<file path="src/rtl/cwd_pkg.sv">
package cwd_pkg;

    // register byte offsets
    localparam logic [7:0] OFS_DYNFREQ = 8'h09;
    localparam logic [7:0] OFS_WDCTL = 8'h0a;
    localparam logic [7:0] OFS_DIVLOW = 8'h0b;
    localparam logic [7:0] OFS_DIVHIGH = 8'h0c;
    localparam logic [7:0] OFS_OVERRIDE = 8'h0e;
    localparam logic [7:0] OFS_PROGCTL = 8'h10;

    // field positions outside the struct-mapped bytes
    localparam int BIT_STRAP_BYPASS = 5;
    localparam int BIT_PROG_CPU_EN = 1;
    localparam int BIT_AUTORECOVERY = 0;
    localparam int BIT_FEEDBACK_MSB = 7;

    // reset values
    localparam logic [7:0] RST_DYNFREQ = 8'h00;
    localparam logic [7:0] RST_WDCTL = 8'h20;
    localparam logic [8:0] RST_FEEDBACK = 9'h000;
    localparam logic [6:0] RST_REFDIV = 7'h00;
    localparam logic RST_STRAP_BYPASS = 1'b0;
    localparam logic RST_PROG_CPU_EN = 1'b0;
    localparam logic RST_AUTORECOVERY = 1'b1;

    // timing
    localparam int unsigned CLK_HZ = 25_000_000;
    localparam int unsigned UNIT_SHORT_MS = 294;
    localparam int unsigned UNIT_LONG_MS = 2340;
    localparam int unsigned UNIT_SHORT_CYC = UNIT_SHORT_MS * (CLK_HZ / 1000);
    localparam int unsigned UNIT_LONG_CYC = UNIT_LONG_MS * (CLK_HZ / 1000);
    localparam int unsigned RESET_PULSE_NS = 640;
    localparam int unsigned RESET_PULSE_CYC = RESET_PULSE_NS / (1_000_000_000 / CLK_HZ);

    // first control byte
    typedef struct packed {
        logic [2:0] dynfreqCeiling;
        logic dynfreqEnable;
        logic [3:0] softFreqCode;
    } cwd_dynfreq_s;

    // watchdog control byte
    typedef struct packed {
        logic recoverySource;
        logic timeoutAction;
        logic timeScale;
        logic expiryFlag;
        logic [2:0] intervalCode;
        logic wdEnable;
    } cwd_wdctl_s;

    // cpu frequency configuration towards the synthesiser
    typedef struct packed {
        logic progCpuEnable;
        logic [8:0] cpuFeedbackCount;
        logic [6:0] cpuRefDivide;
        logic [4:0] ratioCode;
    } cwd_cpucfg_s;

    // recovery request towards the synthesiser
    typedef struct packed {
        logic restoreReq;
        logic fromValue;
        logic [8:0] restoreValue;
    } cwd_restore_s;

endpackage

</file>
<file path="src/rtl/cwd_clock_watchdog.sv">
`timescale 1ns/1ps

// What this block does
// three-bit dynamic-frequency ceiling in bits 7:5
// dynamic-frequency enable at bit 4, reset zero
// four-bit software frequency code bits 3:0
// recovery source: strap setting or recovery value
// timeout action: reset plus reload, or reset
// time scale 294 ms or 2.34 s, default long
// alarm set on expiry, cleared with interval
// timeout equals interval code times unit
// enable write starts watchdog, loads interval
// programmed N and M set cpu frequency
// ratio from straps or soft code per override
// N low byte, N8 plus M next byte
// programmable cpu enable defaults off
// override defaults off, straps govern frequency
// autorecovery bit defaults on, selects auto
// reset-output strap latched at power good
// disabled holds; timeout fires exactly once
module cwd_clock_watchdog
    import cwd_pkg::*;
#(
    parameter int unsigned SHORT_UNIT_CYC = UNIT_SHORT_CYC,
    parameter int unsigned LONG_UNIT_CYC = UNIT_LONG_CYC,
    parameter int CNT_W = 26
) (
    input wire logic sys_clk,
    input wire logic rst_n,
    input wire logic [7:0] regAddr,
    input wire logic [7:0] regWrData,
    input wire logic regWr,
    input wire logic regRd,
    output logic [7:0] regRdData,
    input wire logic [4:0] freqStrapPins,
    input wire logic resetOutStrap,
    input wire logic powerGoodN,
    input wire logic [8:0] recoveryValue,
    output logic [2:0] dynfreqCeiling,
    output logic dynfreqEnable,
    output cwd_cpucfg_s cpuCfg,
    output cwd_restore_s restore,
    output logic [4:0] strapLatched,
    output logic systemResetOutN
);

    localparam logic [CNT_W-1:0] SHORT_LAST = CNT_W'(SHORT_UNIT_CYC - 1);
    localparam logic [CNT_W-1:0] LONG_LAST = CNT_W'(LONG_UNIT_CYC - 1);
    localparam logic [7:0] PULSE_LEN = 8'(RESET_PULSE_CYC);

    cwd_dynfreq_s dynfreq_q;
    cwd_wdctl_s wdctl_q;
    cwd_wdctl_s wdctl_d;
    logic [8:0] feedback_q;
    logic [6:0] refDiv_q;
    logic strapBypass_q;
    logic progCpuEn_q;
    logic autoRecovery_q;
    logic [4:0] strap_q;
    logic resetStrap_q;
    logic pgPrev_q;
    logic [CNT_W-1:0] prescale_q;
    logic [2:0] remain_q;
    logic [7:0] pulseCnt_q;
    logic [7:0] rdData_q;
    logic restoreReq_q;
    logic restoreFromValue_q;
    logic [8:0] restoreValue_q;

    // address decode and write strobes
    wire wrDynfreq = regWr && (regAddr == OFS_DYNFREQ);
    wire wrWdctl = regWr && (regAddr == OFS_WDCTL);
    wire wrDivLow = regWr && (regAddr == OFS_DIVLOW);
    wire wrDivHigh = regWr && (regAddr == OFS_DIVHIGH);
    wire wrOverride = regWr && (regAddr == OFS_OVERRIDE);
    wire wrProgCtl = regWr && (regAddr == OFS_PROGCTL);
    wire cwd_wdctl_s wrWd = cwd_wdctl_s'(regWrData);

    // watchdog timing
    wire [CNT_W-1:0] unitLast = wdctl_q.timeScale ? LONG_LAST : SHORT_LAST;
    wire running = wdctl_q.wdEnable && (wdctl_q.intervalCode != 3'h0);
    wire unitTick = running && (prescale_q == unitLast);
    wire timeout = unitTick && (remain_q == 3'h1);
    wire startWd = wrWdctl && wrWd.wdEnable;
    wire clearAlarm = wrWdctl && (wrWd.intervalCode == 3'h0);
    wire pgFall = pgPrev_q && !powerGoodN;

    // next value of the watchdog byte
    always_comb begin
        wdctl_d = wdctl_q;
        if (wrWdctl) begin
            wdctl_d = wrWd;
            wdctl_d.expiryFlag = wdctl_q.expiryFlag && !clearAlarm;
        end
        if (timeout && !startWd) begin
            wdctl_d.wdEnable = 1'b0;
        end
        if (timeout) begin
            wdctl_d.expiryFlag = 1'b1;
        end
    end

    // control registers
    always_ff @(posedge sys_clk or negedge rst_n) begin
        if (!rst_n) begin
            dynfreq_q <= cwd_dynfreq_s'(RST_DYNFREQ);
            wdctl_q <= cwd_wdctl_s'(RST_WDCTL);
            feedback_q <= RST_FEEDBACK;
            refDiv_q <= RST_REFDIV;
            strapBypass_q <= RST_STRAP_BYPASS;
            progCpuEn_q <= RST_PROG_CPU_EN;
            autoRecovery_q <= RST_AUTORECOVERY;
        end else begin
            wdctl_q <= wdctl_d;
            if (wrDynfreq) begin
                dynfreq_q <= cwd_dynfreq_s'(regWrData);
            end
            if (wrDivLow) begin
                feedback_q[7:0] <= regWrData;
            end
            if (wrDivHigh) begin
                feedback_q[8] <= regWrData[BIT_FEEDBACK_MSB];
                refDiv_q <= regWrData[6:0];
            end
            if (wrOverride) begin
                strapBypass_q <= regWrData[BIT_STRAP_BYPASS];
            end
            if (wrProgCtl) begin
                progCpuEn_q <= regWrData[BIT_PROG_CPU_EN];
                autoRecovery_q <= regWrData[BIT_AUTORECOVERY];
            end
        end
    end

    // watchdog counters
    always_ff @(posedge sys_clk or negedge rst_n) begin
        if (!rst_n) begin
            prescale_q <= '0;
            remain_q <= 3'h0;
        end else if (startWd) begin
            prescale_q <= '0;
            remain_q <= wrWd.intervalCode;
        end else if (unitTick) begin
            prescale_q <= '0;
            remain_q <= remain_q - 3'h1;
        end else if (running) begin
            prescale_q <= prescale_q + CNT_W'(1);
        end
    end

    // strap capture on power-good assertion
    always_ff @(posedge sys_clk or negedge rst_n) begin
        if (!rst_n) begin
            pgPrev_q <= 1'b1;
            strap_q <= 5'h00;
            resetStrap_q <= 1'b0;
        end else begin
            pgPrev_q <= powerGoodN;
            if (pgFall) begin
                strap_q <= freqStrapPins;
                resetStrap_q <= resetOutStrap;
            end
        end
    end

    // system reset pulse and frequency recovery
    always_ff @(posedge sys_clk or negedge rst_n) begin
        if (!rst_n) begin
            pulseCnt_q <= 8'h00;
            restoreReq_q <= 1'b0;
            restoreFromValue_q <= 1'b0;
            restoreValue_q <= 9'h000;
        end else begin
            restoreReq_q <= 1'b0;
            if (timeout && resetStrap_q) begin
                pulseCnt_q <= PULSE_LEN;
            end else if (pulseCnt_q != 8'h00) begin
                pulseCnt_q <= pulseCnt_q - 8'h01;
            end
            if (timeout && !wdctl_q.timeoutAction && autoRecovery_q) begin
                restoreReq_q <= 1'b1;
                restoreFromValue_q <= wdctl_q.recoverySource;
                restoreValue_q <= recoveryValue;
            end
        end
    end

    // readback
    always_ff @(posedge sys_clk or negedge rst_n) begin
        if (!rst_n) begin
            rdData_q <= 8'h00;
        end else if (regRd) begin
            unique case (regAddr)
                OFS_DYNFREQ: rdData_q <= dynfreq_q;
                OFS_WDCTL: rdData_q <= wdctl_q;
                OFS_DIVLOW: rdData_q <= feedback_q[7:0];
                OFS_DIVHIGH: rdData_q <= {feedback_q[8], refDiv_q};
                OFS_OVERRIDE: rdData_q <= 8'(strapBypass_q) << BIT_STRAP_BYPASS;
                OFS_PROGCTL: rdData_q <= (8'(progCpuEn_q) << BIT_PROG_CPU_EN)
                                       | (8'(autoRecovery_q) << BIT_AUTORECOVERY);
                default: rdData_q <= 8'h00;
            endcase
        end
    end

    // outputs
    assign regRdData = rdData_q;
    assign dynfreqCeiling = dynfreq_q.dynfreqCeiling;
    assign dynfreqEnable = dynfreq_q.dynfreqEnable;
    assign cpuCfg.progCpuEnable = progCpuEn_q;
    assign cpuCfg.cpuFeedbackCount = feedback_q;
    assign cpuCfg.cpuRefDivide = refDiv_q;
    assign cpuCfg.ratioCode = strapBypass_q ? {1'b0, dynfreq_q.softFreqCode}
                                            : strap_q;
    assign restore.restoreReq = restoreReq_q;
    assign restore.fromValue = restoreFromValue_q;
    assign restore.restoreValue = restoreValue_q;
    assign strapLatched = strap_q;
    assign systemResetOutN = (pulseCnt_q == 8'h00);

endmodule

</file>
<file path="config.mk">
export PLATFORM = sky130hd
export DESIGN_NAME = cwd_clock_watchdog
export DESIGN_NICKNAME = d
export VERILOG_FILES = /design/src/rtl/cwd_pkg.sv /design/src/rtl/cwd_clock_watchdog.sv
export SDC_FILE = /design/constraint.sdc
export NUM_CORES = 1
export LEC_CHECK = 0
export BUFFER_PORTS_ARGS = -buffer_cell sky130_fd_sc_hd__buf_2
export CAP_MARGIN = 10
export CORE_MARGIN = 2
export CORE_UTILIZATION = 25
export DETAILED_ROUTE_END_ITERATION = 6
export PLACE_DENSITY = 0.42
export REMOVE_ABC_BUFFERS = 1
export SYNTH_ARGS = -nofsm -noshare
export SYNTH_HDL_FRONTEND = slang
export SYNTH_SLANG_ARGS = --single-unit
</file>
<file path="constraint.sdc">
create_clock -name sys_clk -period 2.5 [get_ports sys_clk]
set_input_delay 0.5 -clock sys_clk [delete_from_list [all_inputs] [get_ports sys_clk]]
set_output_delay 0.5 -clock sys_clk [all_outputs]
set_load 0.02 [all_outputs]
</file>
==> flow_summary_export.csv <==
group,metric,value,unit
clocking,cts_resized,2,
critical_path,critical_path_class,"flop to primary output",
placed_design,dp.final_hpwl,10.06,mm
sta,fin_crit,2.328,ns
grt,grt_max_degree,54,
die,initial_core_util,25.72,%
grt,antenna_found_initial,1,
synthesis,synth_common_cells,"dfrtp_1 (95), nor2_1 (36), mux2_2 (28), nand2_1 (26), xor2_1 (19)",
power,p_int,2.505,mW
power,p_sw_share,27.80,%
power,clock_power_share,38.8,%
synthesis,yosysTopAreaCellShare,47.18,%
synthesis,synth_xor_area_share,4.693,%
synthesis,synth_compound_area_share,9.387,%
sta,relSlewSlack,52.93,%
critical_path,crit_fanout,4,
synthesis,synthFlopType,"dfrtp_1",
synthesis,synthAdderAreaFrac,0.9933,%
power,p_leak,2.884,nW
drt,drc,0,
synthesis,post-synth-top-count-cell,"dfrtp_1",
drt,wl,13.41,mm
synthesis,synth.area.mux_share,12.76,%
sta,maxSlewViolCount,0,
placed_design,place_ws,0.2042,ns
sta,rsz0062_at_grt,"false",
synthesis,yosys_register_bits,98,
synthesis,synth_area_leaders,"dfrtp_1 (47%), mux2_2 (6.3%), xor2_1 (3.3%)",
synthesis,yosysSeqAreaShare,48.75,%
finish,nFillCells,2026,
critical_path,cp_top_family,"simple AND/OR/NAND/NOR gates",
synthesis,async_reset_ff_share,100.0,%
critical_path,critPathRequiredTime,2.00,ns
grt,grt_pass1_vias,3894,
die,io-pin-count,87,
grt,grt_usage,13.04,%
die,fp.dieW,146.0,µm
clocking,htree_levels,3,
clocking,clkTransAtPathRegs,0.08,ns
grt,groute.layer.met1.usage,17.17,%
synthesis,synth-edff-count,0,
critical_path,crit_path_max_incr_delay,0.50,ns
critical_path,critPathLaunchType,"flop",
synthesis,synth_top_family_by_area,"simple AND/OR/NAND/NOR gates",
clocking,cts_made_buffers,9,
power,combinationalPowerShare,11.6,%
synthesis,synth.avg_cell_area,11.35,µm²
placed_design,portBuffers,86,
die,dieArea,0.02131,mm²
grt,top_usage_layer,"met2",
synthesis,yosysTopAreaCell,"dfrtp_1",
finish,num_antenna_cells,0,
sta,fin_hold_ws,0.02187,ns
sta,fin_crit_sh,93.11,%
critical_path,cpMaxStageDelayCell,"or4b_4",
drt,firstDrtPassIters,4,
critical_path,r2r-end,"pulseCnt_q[3]",
sta,fmax,429.6,MHz
sta,fin_tns_setup,0,ns
critical_path,ff2ff_setup_slack,0.24,ns
finish,area_delta_synth_final,21.98,%
die,rows,51,
synthesis,synth-simple-area-share,19.59,%
flow_run,drv_cap,0,
synthesis,synth_cell_type_count,70,
drt,num_vias,3823,
die,die_y,146.0,µm
finish,drive_gt1_share,33.70,%
sta,fin_worst_skew,0.01065,ns
critical_path,endpoint_kind,"primary output",
critical_path,path_cells,"inv_1 -> ha_1 -> or4b_4 -> nor2b_2 -> buf_2",
clocking,clk_path_buf_depth,2,
critical_path,timing.rr.start,"wdctl_q[5]",
sta,final-hold-violation-count,0,
grt,use_met3,3.542,%
power,power.density,564.5,mW/mm²
clocking,postCtsSetupBuffers,0,
drt,avgRoutedWirePerCell,16.60,µm
critical_path,arrival,1.83,ns
outcome,status,"finished clean",
grt,overflow,0,
clocking,cts_hold_buf,0,
grt,met2_usage,21.11,%
drt,first_iter_violations,253,
synthesis,yosys_warnings,0,
placed_design,place_congestion,0.7693,
synthesis,netlist_area,0.005039,mm²
sta,worstMarginPinSlew,0.6882,ns
finish,fin_nets,578,
sta,worst_slack,0.1724,ns
power,seqPwrFrac,49.6,%
clocking,clock_sinks,98,
critical_path,rr_worst_depth,5,
grt,grt_pass1_wl,22.09,mm
power,power_switching,964.5,µW
clocking,cts_root_buf,"clkbuf_16",
clocking,clock_latency,0.35,ns
critical_path,crit_buf_inv,2,
synthesis,netlist_instances,444,
drt,drt-vias-per-instance,4.731,
power,irDropWorstVdd,0.3211,mV
drt,final_antenna_net_count,0,
die,core,0.01959,mm²
hold_path,hold_path.class,"primary input to async pin",
clocking,cts_tree,"done",
sta,setup_viol,0,
==> through the flow <==
step | cell area (µm²) | power (mW) | util (%) | instances
4_1_cts | 6146 | 3.543 | 31.37 | 808
3_3_place_gp | 5853 | 2.158 | 29.88 | 792
5_1_grt | 6146 | 3.651 | 31.37 | 808
6_report | 6146 | 3.470 | 31.37 | 808
2_1_floorplan | 4906 | 1.945 | - | 420
3_5_place_dp | 5853 | 2.164 | 29.88 | 792
==> cell families (layout without fill, tap and decap cells) <==
group / count (synthesis) / after routing
AO/OA/AOI/OAI: 57 / 57
XOR/XNOR: 27 / 27
adder cells (fa/ha/maj): 4 / 4
buffers and inverters: 40 / 139
flip-flops: 98 / 98
multiplexers: 54 / 54
AND/OR/NAND/NOR: 164 / 164
==> cell type report <==
class,instances,area (µm²),area share (%)
clock inverters,7,61.31,0.9976
clock buffers,9,225.2,3.664
inverters,16,60.06,0.9772
flip-flops and latches,98,2456,39.96
repair buffers,107,615.6,10.02
multi-input cells,306,2396,38.99
well taps,265,331.6,5.395
==> power groups by stage <==
stage	clock, mW	sequential (mW)	combinational (mW)
2_1_floorplan	0	1.78	0.162
3_3_place_gp	0	1.75	0.409
3_5_place_dp	0	1.75	0.413
4_1_cts	1.41	1.72	0.413
5_1_grt	1.47	1.73	0.447
6_report	1.35	1.72	0.403
==> sequential cells by signal, summed over array words and instances, names as in the netlist, 3 cells and up <==
register	flops
dynfreq_q	4
feedback_q	9
dynfreqCeiling	3
remain_q	3
pulseCnt_q	8
prescale_q	26
wdctl_q	8
strapLatched	5
refDiv_q	7
regRdData	8
restoreValue_q	9
==> how the worst max path moves through the flow <==
stage               cells past startpoint               to  slack (ns)     startpoint
floorplan                               4    prescale_q[0]       -0.25     regAddr[4]
global placement                        6    dynfreqEnable        0.24     regAddr[4]
detailed placement                      5    pulseCnt_q[3]        0.20     wdctl_q[5]
CTS                                     5  systemResetOutN        0.13  pulseCnt_q[0]
global route                            5  systemResetOutN        0.06  pulseCnt_q[0]
finish                                  5  systemResetOutN        0.17  pulseCnt_q[0]
==> per-layer routing <==
metal	part of all wire [%]	wire [µm]	up-vias
li1	-	-	1811
met1	47	6268	1915
met2	47	6361	89
met3	4.5	601	8
met4	1.4	182	0
met5	0	0	-
==> cell usage in the layout, fill, tap and decap left out, types with 5 or more instances in the layout <==
cell type / instances
buf_2: 85
mux2_2: 28
mux2_4: 10
nor2_1: 36
inv_1: 16
xnor2_1: 8
nand4_1: 16
a22o_1: 5
xor2_1: 19
and3_1: 5
mux2_1: 14
clkbuf_16: 9
nand3_1: 18
buf_4: 20
o22ai_1: 9
nand2_1: 26
a221oi_1: 8
nor2b_1: 5
dfrtp_1: 95
a21oi_1: 5
nor3_1: 13
No activity file was read; power rests on OpenSTA's default activity.
